File: src/sici_pkg.sv
/*
  Shared constants and types for the signaling and idle-code insertion block:
  register offsets, reset values, array geometry and the bit-source encoding.
  Assumes nothing of its surroundings; compiled before every other file.
*/
package sici_pkg;

  typedef logic [7:0] sici_byte_t;
  typedef logic [5:0] sici_idx_t;

  // register offsets on the byte-wide host port
  localparam logic [7:0] SICI_OFS_SIE_A = 8'h08;
  localparam logic [7:0] SICI_OFS_SIE_B = 8'h09;
  localparam logic [7:0] SICI_OFS_SIE_C = 8'h0A;
  localparam logic [7:0] SICI_OFS_SIE_D = 8'h0B;
  localparam logic [7:0] SICI_OFS_PTR = 8'h7E;
  localparam logic [7:0] SICI_OFS_CODE = 8'h7F;
  localparam logic [7:0] SICI_OFS_TX_EN = 8'h80;
  localparam logic [7:0] SICI_OFS_RX_EN = 8'h84;

  localparam sici_byte_t SICI_RST_BYTE = 8'h00;
  localparam logic [1:0] SICI_RST_PIPE = 2'h0;

  // field positions
  localparam int SICI_ALIGN_SRC_BIT = 0;
  localparam int SICI_ALL_TX_BIT = 6;
  localparam int SICI_ALL_RX_BIT = 7;

  // array geometry: transmit entries first, receive entries above
  localparam int SICI_CHANS = 32;
  localparam int SICI_T1_CHANS = 24;
  localparam int SICI_ENTRIES = 64;
  localparam sici_idx_t SICI_RX_BASE = 6'h20;
  localparam logic [2:0] SICI_LOWER_NIBBLE_IDX = 3'h4;

  // which source drives the outgoing bit
  typedef enum logic [2:0] {
    SICI_SRC_DATA = 3'h1,
    SICI_SRC_IDLE = 3'h2,
    SICI_SRC_SIG = 3'h4
  } sici_src_t;

endpackage

File: src/sici_mem_if.sv
/*
  Connection between the insertion control and the idle-code array:
  one write port with block-write flags and three registered read ports.
  Assumes both ends run on the same clock.
*/
`timescale 1ns/1ps
interface sici_mem_if;
  import sici_pkg::*;
  logic we;
  sici_idx_t waddr;
  sici_byte_t wdata;
  logic all_tx;
  logic all_rx;
  sici_idx_t cpu_raddr;
  sici_idx_t tx_raddr;
  sici_idx_t rx_raddr;
  sici_byte_t cpu_rdata;
  sici_byte_t tx_rdata;
  sici_byte_t rx_rdata;

  modport ctrl (
    output we, waddr, wdata, all_tx, all_rx, cpu_raddr, tx_raddr, rx_raddr,
    input cpu_rdata, tx_rdata, rx_rdata
  );
  modport mem (
    input we, waddr, wdata, all_tx, all_rx, cpu_raddr, tx_raddr, rx_raddr,
    output cpu_rdata, tx_rdata, rx_rdata
  );
endinterface

File: src/sici_idle_mem.sv
/*
  Idle-code array: 64 bytes, transmit codes at 0..31, receive codes at 32..63.
  Single or block write, three read ports whose data come from registers.
  Assumes a synchronised active-low reset and the shared clock.
*/
`timescale 1ns/1ps
module sici_idle_mem (
  input wire logic clock,
  input wire logic rst_sync_n,
  sici_mem_if.mem bus
);
  import sici_pkg::*;

  sici_byte_t code [SICI_ENTRIES];

  always_ff @(posedge clock or negedge rst_sync_n) begin
    if (!rst_sync_n) begin
      for (int i = 0; i < SICI_ENTRIES; i++) begin
        code[i] <= SICI_RST_BYTE;
      end
    end else if (bus.we) begin
      for (int i = 0; i < SICI_ENTRIES; i++) begin
        if ((bus.all_tx && i < SICI_CHANS) ||
            (bus.all_rx && i >= SICI_CHANS) ||
            (!bus.all_tx && !bus.all_rx && bus.waddr == 6'(i))) begin // RL15 RL18
          code[i] <= bus.wdata; // RL11 RL13
        end
      end
    end
  end

  always_ff @(posedge clock or negedge rst_sync_n) begin
    if (!rst_sync_n) begin
      bus.cpu_rdata <= SICI_RST_BYTE;
      bus.tx_rdata <= SICI_RST_BYTE;
      bus.rx_rdata <= SICI_RST_BYTE;
    end else begin
      bus.cpu_rdata <= code[bus.cpu_raddr];
      bus.tx_rdata <= code[bus.tx_raddr];
      bus.rx_rdata <= code[bus.rx_raddr];
    end
  end

endmodule

File: src/sici_top.sv
/*
  Per-channel signaling insertion and idle-code substitution for a T1/E1
  transmit framer, with the receive-side idle substitution beside it.
  Assumes the framer supplies bit strobes, channel and bit indices and the
  software signaling bit; all inputs are synchronous to clock.
*/
// Operation
// RL1: E1 CAS upper align nibble from first register
// RL2: E1 CAS lower align bits from first register
// RL3: E1 channel enables spread over four registers
// RL4: set bit inserts register signaling, clear does not
// RL5: T1 uses three registers, channels 1-24 flat
// RL6: hardware mode inserts signaling pin bits
// RL7: per-channel select for hardware signaling
// RL8: insertion independent of backplane clock rate
// RL9: host keeps ctrl3 bit 7 low then
// RL10: T1 ignores idle channels 25 to 32
// RL11: 64-byte idle array behind two registers
// RL12: pointer 0-31 transmit, 32-63 receive
// RL13: write pointer, then code stores entry
// RL14: pointer increments after each data access
// RL15: pointer bits 6/7 block-write codes
// RL16: host clears bits 6/7 before reading
// RL17: substitute idle code only when enabled
// RL18: decode block-write bits into four cases
// RL19: idle code lsb sent last
// RL20: enable register covers eight channels, bit0 lowest
`timescale 1ns/1ps
module sici_top (
  input wire logic clock,
  input wire logic rst_n,
  input wire logic [7:0] reg_addr,
  input wire logic reg_wr,
  input wire logic reg_rd,
  input wire sici_pkg::sici_byte_t reg_wdata,
  output sici_pkg::sici_byte_t reg_rdata,
  input wire logic e1_mode,
  input wire logic cas_mode,
  input wire logic hw_sig_mode,
  input wire logic [31:0] hw_signaling_channel_select,
  input wire sici_pkg::sici_byte_t first_transmit_signaling_reg,
  input wire logic tx_bit_strobe,
  input wire logic [4:0] tx_chan,
  input wire logic [2:0] tx_bit_idx,
  input wire logic transmit_serial_data_in,
  input wire logic signaling_serial_in,
  input wire logic tx_sig_bit,
  input wire logic [4:0] tx_sig_chan,
  input wire logic sw_sig_bit,
  input wire logic cas_align_slot,
  output logic tx_line_out,
  input wire logic rx_bit_strobe,
  input wire logic [4:0] rx_chan,
  input wire logic [2:0] rx_bit_idx,
  input wire logic rx_data_in,
  output logic rx_data_out
);
  import sici_pkg::*;

  logic [1:0] rst_pipe;
  logic rst_sync_n;
  sici_byte_t sie [4];
  sici_byte_t tx_en [4];
  sici_byte_t rx_en [4];
  sici_byte_t ptr;
  sici_byte_t next_rdata;
  sici_src_t tx_src;
  sici_src_t next_tx_src;
  logic next_tx_bit;
  logic sig_value;
  logic upper_align_nibble_src;
  logic lower_align_nibble_src;
  logic [31:0] e1_sw_map;
  logic [31:0] t1_sw_map;
  logic [31:0] sw_map;
  logic [31:0] hw_map;
  logic [31:0] tx_idle_substitute_enables;
  logic [31:0] rx_idle_substitute_enables;
  logic code_access;
  logic all_transmit_broadcast;
  logic all_receive_broadcast;

  sici_mem_if mem_bus ();

  function automatic logic in_group(input logic [7:0] addr, input logic [7:0] base);
    return addr[7:2] == base[7:2];
  endfunction

  // msb goes out first, so the lsb lands in the last bit time
  function automatic logic code_bit(input sici_byte_t code, input logic [2:0] idx);
    return code[3'h7 - idx]; // RL19
  endfunction

  function automatic logic idle_on(input logic [31:0] en, input logic [4:0] ch,
                                   input logic e1);
    return en[ch] && (e1 || ch < 5'(SICI_T1_CHANS)); // RL10 RL17
  endfunction

  // two-stage release; only the second stage fans out
  always_ff @(posedge clock or negedge rst_n) begin
    if (!rst_n) begin
      rst_pipe <= SICI_RST_PIPE;
    end else begin
      rst_pipe <= {rst_pipe[0], 1'b1};
    end
  end
  assign rst_sync_n = rst_pipe[1];

  always_ff @(posedge clock or negedge rst_sync_n) begin
    if (!rst_sync_n) begin
      for (int i = 0; i < 4; i++) begin
        sie[i] <= SICI_RST_BYTE;
      end
    end else if (reg_wr && in_group(reg_addr, SICI_OFS_SIE_A)) begin
      sie[reg_addr[1:0]] <= reg_wdata;
    end
  end

  always_ff @(posedge clock or negedge rst_sync_n) begin
    if (!rst_sync_n) begin
      for (int i = 0; i < 4; i++) begin
        tx_en[i] <= SICI_RST_BYTE;
        rx_en[i] <= SICI_RST_BYTE;
      end
    end else if (reg_wr && in_group(reg_addr, SICI_OFS_TX_EN)) begin
      tx_en[reg_addr[1:0]] <= reg_wdata; // RL20
    end else if (reg_wr && in_group(reg_addr, SICI_OFS_RX_EN)) begin
      rx_en[reg_addr[1:0]] <= reg_wdata; // RL20
    end
  end

  assign code_access = (reg_wr || reg_rd) && reg_addr == SICI_OFS_CODE;

  // only the channel field counts; the broadcast bits survive the increment
  always_ff @(posedge clock or negedge rst_sync_n) begin
    if (!rst_sync_n) begin
      ptr <= SICI_RST_BYTE;
    end else if (reg_wr && reg_addr == SICI_OFS_PTR) begin
      ptr <= reg_wdata; // RL13
    end else if (code_access) begin
      ptr <= {ptr[7:6], ptr[5:0] + 6'h01}; // RL14
    end
  end

  assign all_transmit_broadcast = ptr[SICI_ALL_TX_BIT];
  assign all_receive_broadcast = ptr[SICI_ALL_RX_BIT];

  assign mem_bus.we = reg_wr && reg_addr == SICI_OFS_CODE; // RL13
  assign mem_bus.waddr = ptr[5:0];
  assign mem_bus.wdata = reg_wdata;
  assign mem_bus.all_tx = all_transmit_broadcast; // RL15
  assign mem_bus.all_rx = all_receive_broadcast; // RL15
  // reading with a broadcast bit set would still return one entry only
  assign mem_bus.cpu_raddr = ptr[5:0]; // RL16
  assign mem_bus.tx_raddr = {1'b0, tx_chan}; // RL12
  assign mem_bus.rx_raddr = SICI_RX_BASE | {1'b0, rx_chan}; // RL12

  sici_idle_mem u_mem (
    .clock(clock),
    .rst_sync_n(rst_sync_n),
    .bus(mem_bus)
  );

  always_comb begin
    next_rdata = SICI_RST_BYTE;
    if (in_group(reg_addr, SICI_OFS_SIE_A)) begin
      next_rdata = sie[reg_addr[1:0]];
    end else if (in_group(reg_addr, SICI_OFS_TX_EN)) begin
      next_rdata = tx_en[reg_addr[1:0]];
    end else if (in_group(reg_addr, SICI_OFS_RX_EN)) begin
      next_rdata = rx_en[reg_addr[1:0]];
    end else if (reg_addr == SICI_OFS_PTR) begin
      next_rdata = ptr;
    end else if (reg_addr == SICI_OFS_CODE) begin
      next_rdata = mem_bus.cpu_rdata; // RL11
    end
  end

  always_ff @(posedge clock or negedge rst_sync_n) begin
    if (!rst_sync_n) begin
      reg_rdata <= SICI_RST_BYTE;
    end else if (reg_rd) begin
      reg_rdata <= next_rdata;
    end
  end

  assign upper_align_nibble_src = sie[0][SICI_ALIGN_SRC_BIT]; // RL1
  assign lower_align_nibble_src = sie[2][SICI_ALIGN_SRC_BIT]; // RL2

  // maps indexed by phone channel number; position 0 never enabled
  assign e1_sw_map = {1'b0, sie[3], sie[2][7:1], sie[1], sie[0][7:1], 1'b0}; // RL3
  assign t1_sw_map = {7'h00, sie[2], sie[1], sie[0], 1'b0}; // RL5
  assign sw_map = e1_mode ? e1_sw_map : t1_sw_map;
  assign hw_map = {hw_signaling_channel_select[30:0], 1'b0}; // RL7

  assign tx_idle_substitute_enables = {tx_en[3], tx_en[2], tx_en[1], tx_en[0]};
  assign rx_idle_substitute_enables = {rx_en[3], rx_en[2], rx_en[1], rx_en[0]};

  // signaling overlays idle codes, which overlay backplane data
  always_comb begin
    next_tx_src = SICI_SRC_DATA;
    sig_value = 1'b0;
    if (e1_mode && cas_mode && cas_align_slot) begin
      if (tx_bit_idx < SICI_LOWER_NIBBLE_IDX) begin
        if (upper_align_nibble_src) begin
          next_tx_src = SICI_SRC_SIG;
          sig_value = code_bit(first_transmit_signaling_reg, tx_bit_idx); // RL1
        end
      end else if (lower_align_nibble_src) begin
        next_tx_src = SICI_SRC_SIG;
        sig_value = code_bit(first_transmit_signaling_reg, tx_bit_idx); // RL2
      end
    end else if (tx_sig_bit && hw_sig_mode && hw_map[tx_sig_chan]) begin
      next_tx_src = SICI_SRC_SIG;
      sig_value = signaling_serial_in; // RL6 RL7
    end else if (tx_sig_bit && sw_map[tx_sig_chan]) begin
      next_tx_src = SICI_SRC_SIG;
      sig_value = sw_sig_bit; // RL4
    end
    if (next_tx_src == SICI_SRC_DATA &&
        idle_on(tx_idle_substitute_enables, tx_chan, e1_mode)) begin
      next_tx_src = SICI_SRC_IDLE; // RL17
    end
  end

  always_comb begin
    case (next_tx_src)
      SICI_SRC_SIG: begin
        next_tx_bit = sig_value;
      end
      SICI_SRC_IDLE: begin
        next_tx_bit = code_bit(mem_bus.tx_rdata, tx_bit_idx);
      end
      default: begin
        next_tx_bit = transmit_serial_data_in;
      end
    endcase
  end

  // paced by the bit strobe alone, so any backplane rate works
  always_ff @(posedge clock or negedge rst_sync_n) begin
    if (!rst_sync_n) begin
      tx_line_out <= 1'b0;
      tx_src <= SICI_SRC_DATA;
    end else if (tx_bit_strobe) begin
      tx_line_out <= next_tx_bit; // RL8
      tx_src <= next_tx_src;
    end
  end

  always_ff @(posedge clock or negedge rst_sync_n) begin
    if (!rst_sync_n) begin
      rx_data_out <= 1'b0;
    end else if (rx_bit_strobe) begin
      if (idle_on(rx_idle_substitute_enables, rx_chan, e1_mode)) begin
        rx_data_out <= code_bit(mem_bus.rx_rdata, rx_bit_idx); // RL17 RL19
      end else begin
        rx_data_out <= rx_data_in;
      end
    end
  end

  logic [5:0] ptr_idx;
  logic ts1_top;
  logic ts1_low;
  assign ptr_idx = ptr[5:0];
  assign ts1_top = first_transmit_signaling_reg[7];
  assign ts1_low = first_transmit_signaling_reg[0];
endmodule

File: config.mk
export PLATFORM = sky130hd
export DESIGN_NAME = sici_top
export DESIGN_NICKNAME = d
export VERILOG_FILES = /design/src/sici_pkg.sv /design/src/sici_mem_if.sv /design/src/sici_idle_mem.sv /design/src/sici_top.sv
export SDC_FILE = /design/constraint.sdc
export NUM_CORES = 1
export LEC_CHECK = 0
export BUFFER_PORTS_ARGS = -buffer_cell sky130_fd_sc_hd__buf_2
export CAP_MARGIN = 20
export CORE_AREA = 2 2 266 268
export DETAILED_ROUTE_END_ITERATION = 6
export DIE_AREA = 0 0 268 270
export HOLD_SLACK_MARGIN = 0.15
export PLACE_DENSITY = 0.71
export SYNTH_ARGS = -nofsm -noshare
export SYNTH_HDL_FRONTEND = slang
export SYNTH_HIERARCHICAL = 1
export SYNTH_SLANG_ARGS = --single-unit
File: constraint.sdc
create_clock -name clock -period 27.8 [get_ports clock]
set_input_delay 4.17 -clock clock [delete_from_list [all_inputs] [get_ports clock]]
set_output_delay 4.17 -clock clock [all_outputs]
set_load 0.01 [all_outputs]
; Word-level counts from Yosys, hierarchy flattened
; Cells that the tools add are included.
[word_totals]
register_bits = 652
latch_bits = 0
ramBits = 0
rom_bits = 0
in_bits = 92
output_inout_bits = 10
wordCells = 453
n_memories = 0
[classes]
addsub = 3
mul = 0
div_mod_pow = 0
n_lt_le_gt_ge = 13
eq_ne = 71
shifts = 0
mux = 60
bitwise_logic = 5
reduce_logical = 216
[ops]
columns = operator, count
row1 = "== test 6 bit, second input constant", 34
row2 = two-way mux 8 bit, 19
row3 = binary-select mux 8 bit (select 6 bit), 3
row4 = AND reduction 2 bit, 65
row5 = bitwise mux 32 bit, 3
row6 = "== test 6 x 5 -> 1 bit, second input constant", 16
row7 = logical AND 1 bit, 80
row8 = logical OR 1 bit, 67
row9 = binary-select mux 8 bit (select 2 bit), 3
row10 = "== test 6 x 4 -> 1 bit, second input constant", 8
row11 = two-way mux 31 bit, 1
row12 = "== test 6 x 3 -> 1 bit, second input constant", 4
row13 = ">= comparator 7 bit, second input constant", 3
row14 = two-way mux 3 bit, 7
row15 = binary-select mux 1 bit (select 5 bit), 4
row16 = "== test 6 x 2 -> 1 bit, second input constant", 3
row17 = "less-than comparator 5 x 6 -> 1 bit, second input constant", 3
row18 = demux 8 bit (select 2 bit), 1
row19 = "== test 8 x 7 -> 1 bit, second input constant", 2
row20 = two-way mux 1 bit, 14
row21 = NOT 6 -> 7 bit, 2
row22 = "less-than comparator 5 bit, second input constant", 2
row23 = binary-select mux 1 bit (select 3 bit), 3
row24 = "less-than comparator 3 x 4 -> 1 bit, second input constant", 2
row25 = other kinds (17), 19

; Longest topological paths before layout
; Gate-level depths: netlist (run 1).
[depth]
ltp_word = 12
ltp_mapped = 11
mapped_depth_nobuf = 7

; Modules after synthesis
; Netlist (run 1), hierarchy kept.
[modules_own_cells]
columns = module, n_inst, cells_per_inst, area_per_inst_um2, seq_area_each_um2
row1 = sici_idle_mem, 1, 2292, 33460.8, 13412.9
row2 = sici_top, 1, 541, 7058.0, 2902.8

; Least setup slack after synthesis (run 1)
; OpenSTA, ideal clock, no wires.
[synth_timing]
kind = input to register
from = in reg_addr[0]
to = reg u_mem/code[256] (netlist name)
setup_time_ns = 0.125
arrival_time_ns = 6.308
t_required_ns = 27.675
slack_ns = 21.367
cell_stages = 9
path_buffers = 6
cell_sequence = buf_2 -> buf_2 -> buf_4 -> and3_1 -> clkbuf_1 -> clkbuf_1 -> buf_2 -> o21ai_1 -> mux2_2
[synth_via]
elab_chain_cells = 3
[synth_lines]
columns = item, line
row1 = start: declaration, sici_top.sv:32  ; input wire logic [7:0] reg_addr,
row2 = == test 8 x 7 -> 1 bit, sici_top.sv:148  ; assign mem_bus.we = reg_wr && reg_addr == SICI_OFS_CODE;
row3 = logical AND 1 bit, sici_top.sv:148
row4 = net mem_bus.we, sici_mem_if.sv:9  ; logic we;
row5 = AND reduction 2 bit (no line), -
row6 = end signal: indexed assignment, sici_idle_mem.sv:26  ; code[i] <= bus.wdata;
row7 = end: declaration, sici_idle_mem.sv:14  ; sici_byte_t code [SICI_ENTRIES];
; The timed path passes the listed nets, and every way through them passes these cells.
; A chain may end at the register's enable or synchronous reset.

; Worst setup path after layout (run 1)
[layout_timing]
from = in reg_addr[1]
to = reg u_mem/code[498] (netlist name)
; The elaborated chain is that of the path after synthesis.

==> results by stage, run 1 <==
Cells and area:
- The footprint of the flip-flops and latches is 0.01633 mm2.
- The layout cell share with drive strength beyond 1 is 47.10%.
- Fill cells in the final layout number roughly 5100.
- The number of nets in the finished design is 2900.
- The area taken by multi-input logic gates is approximately 0.022 mm2.
- The area growth from synthesis to layout is 7.899%.
- Once layout is complete, the cells apart from fillers number 3802.

Pwr:
- The analysis attributes to cell leakage a power of just under 20 nW.
- The relative contribution of the clock network to total power is 44.8%.
- The analysis attributes to net switching a power of 0.0005640 W.
- The worst-case vdd ir drop is 0.03930 mV.
- The proportion of total power due to net switching is 25.73%.
- The share of total power dissipated in combinational logic is 10.4%.
- The part of the total power dissipated in sequential elements is 44.8%.
- Power spread over the standard cell area amounts to roughly 50 mW/mm2.
- The internal power consumption is 0.001628 W.
- Overall power consumption after layout is estimated at approximately 0.0022 W.

Routing:
- For this run, design rule violations remaining after detail routing come to 0.
- The detailed router's first-iteration violation count is approximately 3500.
- After detailed routing, the number of vias per cell comes to 7.271.
- The total routed wirelength is 122300 um.
- Before antenna repair, the detailed router went through 6 iterations.
- Dividing the detail-routed wire length by the instance count gives 32.17 um.
- The post-detailed-route count of antenna-violating nets is 0.
- The routed layout has 27640 vias.

Worst setup path:
- The nature of the critical path startpoint is a primary input.
- The type of the worst setup path is in2reg.
- The cell family contributing the most delay on the critical path is simple AND/OR/NAND/NOR gates.
- The cell at the slowest stage of the critical path is nor2b_1.
- The worst path buffer plus inverter count is 3.
- For this run, the slowest stage of the critical path takes 1.03 ns.
- Data on the critical path arrives at its endpoint at ~7.7 ns.
- The critical path goes through buf_2 -> nand3_1 -> nor3_1 -> buf_4 -> and3_2 -> buf_12 -> nor2b_1 -> mux2_2.
- The data required time at the worst endpoint is 28.29 ns.
- In this run the worst path has a maximum fanout of 48.
- The type of destination of the critical path is a register.

Status:
- The flow ran to the end, and the final reports show no timing, DRC or antenna violations.

STA:
- Setup violations remaining at the end of the flow were counted as 0.
- The setup TNS is 0 ns.
- Setup repair after global routing left no endpoint under its margin.
- The pin slew with the least headroom to its limit is between 1 and 1.5 ns.
- Static timing analysis puts the maximum clock frequency at 139.3 MHz.
- The worst relative slew slack is 13.59%.
- The number of hold violations in the final report is 0.
- The max-slew violation count came to 0.
- The clock period minus worst slack is 7.180 ns.
- The clock skew is 0.02406 ns.
- The final critical path takes up 25.83% of the cycle.

Synthesis:
- The post-synthesis average cell area is 14.30 um2.
- The count of unique library cells instantiated by Yosys is just over 70.
- Summing the areas of all compound-gate instances in the mapped netlist gives 5.107% of the synthesized area.
- The mux cell area share after synthesis is 45.64%.
- The area of the mapped netlist is 0.04052 mm2.
- After synthesis, flip-flops and latches occupy between 40% and 50% of the total area.
- The most used flip-flop cell after synthesis is dfrtp_1.
- The post-synthesis share of cell area spent on xor and xnor gates is less than 1%.
- The dominant combinational cell family by area after synthesis is multiplexers.
- In the synthesized netlist, the number of instances is 2833.
- The post-synthesis register bit count is 652.
- For this run, the number of Yosys warnings is 6.
- The synthesized netlist devotes 0.03088% of its cell area to adder and majority cells.
- The number of flops mapped to enable cells by yosys is 0.
- The fraction of registers with async set/reset is 100.0%.
- The synthesized netlist devotes 4.570% of its cell area to simple gates.

Floorplan:
- The die covers 0.07236 mm2.
- The number of placement rows is 97.
- The die is between 200 and 300 um tall.
- The initial utilization of the core area, before any placement, comes to 58.26%.
- Pin placement for this block handled 102 I/O pins.
- The core region is 0.06954 mm2.
- The width of the die is 268 um.

Clock network:
- Clock tree synthesis inserted a total of 72 buffers.
- The clock passes through at most 3 buffers.
- For the worst-skew pair, the clock arrives at the later sink with an insertion delay of 0.62 ns.
- In this run the number of H-tree levels came out at 3.
- The number of gates resized after cts is 0.
- In this run the clock root is driven by a clkbuf_16.
- TritonCTS built the clock tree.
- Counting every sink on the clock net gives ~650.
- For this design, the CTS-stage hold fixing added 0 buffers.
- The clock transition at the registers of the reported paths is ~0.060 ns.
- The post-CTS repair timing setup buffer count is 0.

Global routing:
- Entering global routing, the biggest net connects between 150 and 200 pins.
- The global-route total usage across every layer is 34.14%.
- The first global-routing pass estimated 182400 um of wire.
- The number of antenna violations at the first check in global routing was 3.
- The global route total overflow is 0.
- The number of global-route vias before repair is approximately 28000.

Run:
- The max-cap check violation count is 0.

Hold path:
- The min-delay analysis places its worst path in the category reg2reg.

Placed design:
- Buffers placed on the I/O ports in this run total 100.
- Once detailed placement completed, the half-perimeter wirelength came to 77450 um.
- The number of placed cells counting well taps is 3659.
- At the end of routability-driven placement, the weighted congestion stood at 0.9368.
-- cell usage in the layout, fill, tap and decap left out, types with 44 or more instances in the layout --
cell type,n
dfrtp_1,647
mux2_2,585
mux4_2,412
buf_2,94
a21oi_1,86
mux2_1,85
mux2i_1,80
buf_4,77
clkbuf_16,75
nor2_1,70
nor2b_1,67
nand2_1,65
o21ai_0,47
nand3_1,44
-- worst reg2reg max path, stage by stage, from the launching register on --
cell     delay, ns
dfrtp_4       0.78
buf_4         0.55
buf_4         0.73
mux4_2        0.68
mux2i_1       0.43
a21oi_1       0.13
o21ai_0       0.48
o21ai_1       0.16
-- power by group through the flow --
stage                     clock network [W]  logic [W]  registers, W
after CTS                          0.000993   0.000222      0.000982
after global routing                0.00103   0.000240      0.000983
after floorplan                           0   0.000152       0.00100
final                              0.000983   0.000227      0.000982
after global placement                    0   0.000218      0.000998
after detailed placement                  0   0.000221      0.000999
-- metrics by stage --
stage	instance area [um2]	hold WS [ns]	worst slack, ns	utilization (%)
4_1_cts	43530	0.3514	20.44	62.59
3_5_place_dp	41130	0.3371	19.83	59.14
3_3_place_gp	41070	0.3370	19.93	59.06
6_report	43720	0.3486	20.62	62.87
2_1_floorplan	40570	0.3312	8.281	-
5_1_grt	43720	0.3583	20.60	62.86
-- routing by layer --
metal / wire length, um / vias up / track usage, %
met5: 29 / - / 0.3378
met3: 12360 / 349 / 8.133
li1: - / 11110 / -
met1: 45840 / 14530 / 45.93
met2: 57620 / 1658 / 52.44
met4: 6447 / 4 / 16.80
-- path summary, 6_finish.rpt --
path                             start                      to  slack [ns]  depth (start not counted)
min in group asynchronous  rst_pipe[1]         u_mem/code[155]        0.46                          0
max in group asynchronous        rst_n             rst_pipe[1]       24.37                          1
min reg2reg                rst_pipe[0]             rst_pipe[1]        0.35                          0
min                        rst_pipe[0]             rst_pipe[1]        0.35                          0
max reg2reg                     ptr[1]  u_mem/bus.cpu_rdata[5]       23.71                          7
max                        reg_addr[1]         u_mem/code[498]       20.62                          8
-- synthesized netlist by cell type, types with 4 or more instances --
master,instances,share of area (%)
dfrtp_1,652,40
mux2_2,585,16
mux4_2,412,23
buf_2,111,1.4
clkbuf_1,103,0.95
a21oi_1,86,1.1
mux2_1,85,2.4
mux2i_1,80,2.0
nor2_1,70,0.65
nor2b_1,67,1.0
nand2_1,65,0.60
o21ai_0,47,0.58
nand3_1,44,0.54
a22oi_1,33,0.61
buf_4,28,0.52
o21ai_1,28,0.35
nor3_1,26,0.32
buf_6,25,0.69
mux4_1,25,1.6
buf_1,19,0.18
nand2b_1,19,0.29
o21ai_2,16,0.35
a211oi_1,15,0.28
a221oi_1,14,0.30
mux2_4,14,0.52
o22ai_1,12,0.19
o32ai_1,11,0.24
inv_1,10,0.093
a222oi_1,9,0.22
and2_1,9,0.14
or3_1,9,0.14
a31oi_1,7,0.11
and3_1,7,0.11
buf_12,7,0.35
nand4_1,7,0.11
o221ai_1,6,0.13
o211ai_1,5,0.093
o31ai_1,5,0.093
or2_2,5,0.077
nor3_2,4,0.099
o41ai_1,4,0.086
-- sequential cells by signal, indices dropped and copies added, names as in the netlist --
signal and count:
ptr 8, reg_rdata 8, u_mem/bus.rx_rdata 8, u_mem/code 512, lower_align_nibble_src 1, tx_en 32
rst_pipe 2, u_mem/bus.cpu_rdata 8, u_mem/bus.tx_rdata 8, tx_line_out 1, rx_en 32, rx_data_out 1
e1_sw_map 30, sie 1
-- layout make-up --
type	instances	area share [%]
Multi-Input combinational cell	1885	51.45
Sequential cell	652	37.35
Clock buffer	109	4.951
Timing Repair Buffer	186	2.936
Tap cell	940	2.690
Clock inverter	18	0.5294
Inverter	10	0.08586
Antenna cell	2	0.01145
-- cell families (layout without fill, tap and decap cells) --
family                   Yosys count  in the layout
AO/OA/AOI/OAI                    315            315
XOR/XNOR                           1              1
adder cells (fa/ha/maj)            1              1
buffers and inverters            309            323
flip-flops                       652            652
multiplexers                    1201           1201
other                              2             17
AND/OR/NAND/NOR                  352            352
(Power assumes the default switching activity.)
==> inputs of run 2 (changes only) <==
Clock period 27.8 ns to 7 ns, I/O delays scaled along.
==> results by stage, run 2 (synthesized netlist as in run 1, its figures left out) <==
Global routing:
- The number of antenna violations at the first check in global routing is 4 (was 3).
- The global route total overflow was 0 (unchanged).
- The number of global-route vias before repair is 27890 (was 27850).
- The largest net degree at the start of global routing is 152 (was 174).
- The global-route total usage across every layer is 34.10% (was 34.14%).
- The first-pass GRT wire length is 182400 um (about the same).

Clock network:
- The clock transition at the registers of the reported paths is 0.06 ns (about the same).
- The clock tree from TritonCTS is done (unchanged).
- The maximum number of buffers from clock root to sink is 3 (unchanged).
- The depth of the CTS H-tree is 3 (unchanged).
- The post-CTS repair timing setup buffer count is 0 (unchanged).
- The number of gates resized after cts was 0 (unchanged).
- The cell at the root of the clock tree is clkbuf_16 (unchanged).
- The quantity of hold-fixing buffers added after cts is 0 (unchanged).
- The worst-skew pair later-pin latency is 0.63 ns (was 0.62 ns).
- The CTS buffer count was 73 (was 72).
- The total number of clock tree sinks is 652 (unchanged).

Hold path:
- The kind of path behind the tightest hold check is in2async (was reg2reg).

Cells and area:
- The number of nets in the finished design is 2893 (was 2900).
- The register with the highest flop count is u_mem/code (unchanged).
- The area taken by multi-input logic gates is 0.02249 mm2 (unchanged).
- The fill cell instance count of the final layout is 5020 (was 5079).
- The number of flip-flops under the largest register name is 512 (unchanged).
- Most frequent cells in the layout: dfrtp_1 (647), mux2_2 (585), mux4_2 (412) (unchanged).
- Largest registers in the final layout: u_mem/code: 512 flops, rx_en: 32 flops, tx_en: 32 flops (unchanged).
- The relative area change from synthesis to final layout is 7.828% (was 7.899%).
- The most common cell after layout, fill and taps aside is dfrtp_1 (unchanged).
- The footprint of the flip-flops and latches was 0.01633 mm2 (unchanged).
- The layout cell share with drive strength beyond 1 is 47.11% (was 47.10%).

Pwr:
- The part of the total power dissipated in sequential elements is 44.3% (was 44.8%).
- The worst-case vdd ir drop came to 0.1716 mV (was 0.03930 mV).
- The internal power consumption is 0.006563 W (was 0.001628 W).
- The leakage component of the power is 19.39 nW (was 19.40 nW).
- The net load switching power is 0.002249 W (was 0.0005640 W).
- The relative contribution of the clock network to total power was 45.5% (was 44.8%).
- The share of total power in combinational logic is 10.2% (was 10.4%).
- The power density over cell area is 201.7 mW/mm2 (was 50.13 mW/mm2).
- The proportion of total power due to net switching is 25.52% (was 25.73%).

STA:
- Timing would allow up to 238.0 MHz.
- Setup repair after global routing missed its margin: false (unchanged).
- The clock skew came to 0.02798 ns (was 0.02406 ns).
- The number of setup violations in the final report is 0 (unchanged).
- The pin slew with the least headroom to its limit is 1.243 ns (was 1.294 ns).
- The max-slew violation count came to 0 (unchanged).
- The final setup slack of the worst path was 2.799 ns (was 20.62 ns).
- For the finished layout, the period the worst path requires is 4.201 ns.
- The number of hold violations in the final report is 0 (unchanged).
- The setup TNS is 0 ns (unchanged).
- The worst relative slew slack is 16.99% (was 13.59%).
- In the finished design, the share of the clock period the worst path needs comes to approximately three fifths.
- The worst hold slack is 0.2023 ns (was 0.3486 ns).

Floorplan:
- The placeable core area is 0.06954 mm2 (unchanged).
- The width of the die is 268 um (unchanged).
- The die area was 0.07236 mm2 (unchanged).
- The number of placement rows was 97 (unchanged).
- The initial cell density of the core came to 58.26% (unchanged).
- The height of the die is 270 um (unchanged).
- The top-level I/O count came to 102 (unchanged).

Routing:
- The post-detailed-route count of antenna-violating nets is 0 (unchanged).
- The first-pass detailed-route iteration total is 6 (unchanged).
- The average wire per standard cell is 32.02 um (was 32.17 um).
- The number of vias per cell after detailed routing was 7.245 (was 7.271).
- The routed via count is 27520 (was 27640).
- The total routed wirelength came to 121600 um (was 122300 um).
- The final routed DRC violation total is 0 (unchanged).
- The detailed router's first-iteration violation count came to 3203 (was 3518).

Worst setup path:
- The arrival time reported for the critical path endpoint was 4.69 ns (was 7.67 ns).
- The data required time at the worst endpoint is 7.49 ns (was 28.29 ns).
- The nature of the critical path startpoint was a register (was primary input).
- The startpoint of the worst-slack reg-to-reg timing path is ptr[1] (unchanged).
- The type of the worst setup path is reg2reg (was in2reg).
- The type of destination of the critical path is a register (unchanged).
- The first element of the critical path is ptr[1] (was reg_addr[1]).
- The largest fanout of any net on the critical path is 43 (was 48).

Placed design:
- The pre-CTS setup slack is 2.293 ns (was 19.83 ns).
- The placer congestion estimate came to 0.9146 (was 0.9368).
- The number of port buffers came to 100 (unchanged).
- The final HPWL from detailed placement is 77980 um (was 77450 um).

Status:
- Run status: complete, no violations (unchanged).

Run:
- The max-cap check violation count is 0 (unchanged).
-- run 2: cell type report --
| class | count | area share (%) |
|---|---|---|
| repair buffers | 178 | 2.646 |
| well taps | 940 | 2.692 |
| diodes | 2 | 0.01146 |
| clock inverters | 24 | 0.7159 |
| flip-flops and latches | 652 | 37.38 |
| clock buffers | 108 | 4.994 |
| multi-input cells | 1885 | 51.48 |
| inverters | 10 | 0.08591 |
-- run 2: per-layer routing --
layer	routed length (um)	GRT usage [%]
met1	46540	46.85
met2	55720	50.65
met3	12310	8.105
met4	7036	18.35
met5	25	0
-- run 2: worst paths after layout --
path | end | slack (ns) | depth (start not counted)
worst max-delay path | u_mem/code[233] | 2.80 | 6
worst min-delay path | rst_pipe[1] | 0.20 | 1
worst max register to register | u_mem/code[233] | 2.80 | 6
worst min register to register | u_mem/code[153] | 0.34 | 0
max in group asynchronous | u_mem/code[348] | 4.82 | 2
min in group clock | rst_pipe[1] | 0.35 | 0
-- run 2: stage by stage --
stage	area, um2	util [%]	std cells	power (W)
final	43690	62.83	3799	0.008812
after global routing	43690	62.82	3797	0.009079
after CTS	43600	62.70	3788	0.008839
after detailed placement	41110	59.11	3656	0.004852
after global placement	41100	59.10	3655	0.004835
after floorplan	40570	-	2846	0.004579
-- run 2: power groups by stage --
stage                     clock, W  sequential (W)  combinational, W
after floorplan                  0         0.00398          0.000603
after global placement           0         0.00396          0.000871
after detailed placement         0         0.00397          0.000885
after CTS                  0.00405         0.00390          0.000886
after global routing       0.00422         0.00391          0.000949
final                      0.00401         0.00390          0.000899
-- run 2: worst max-delay path: stages, from the launching register on --
cell      delay [ns]
dfrtp_4         0.89
buf_4           0.68
nand2b_1        0.21
nor3_1          0.61
a21oi_1         0.18
nor2b_1         0.93
mux2_2          0.42
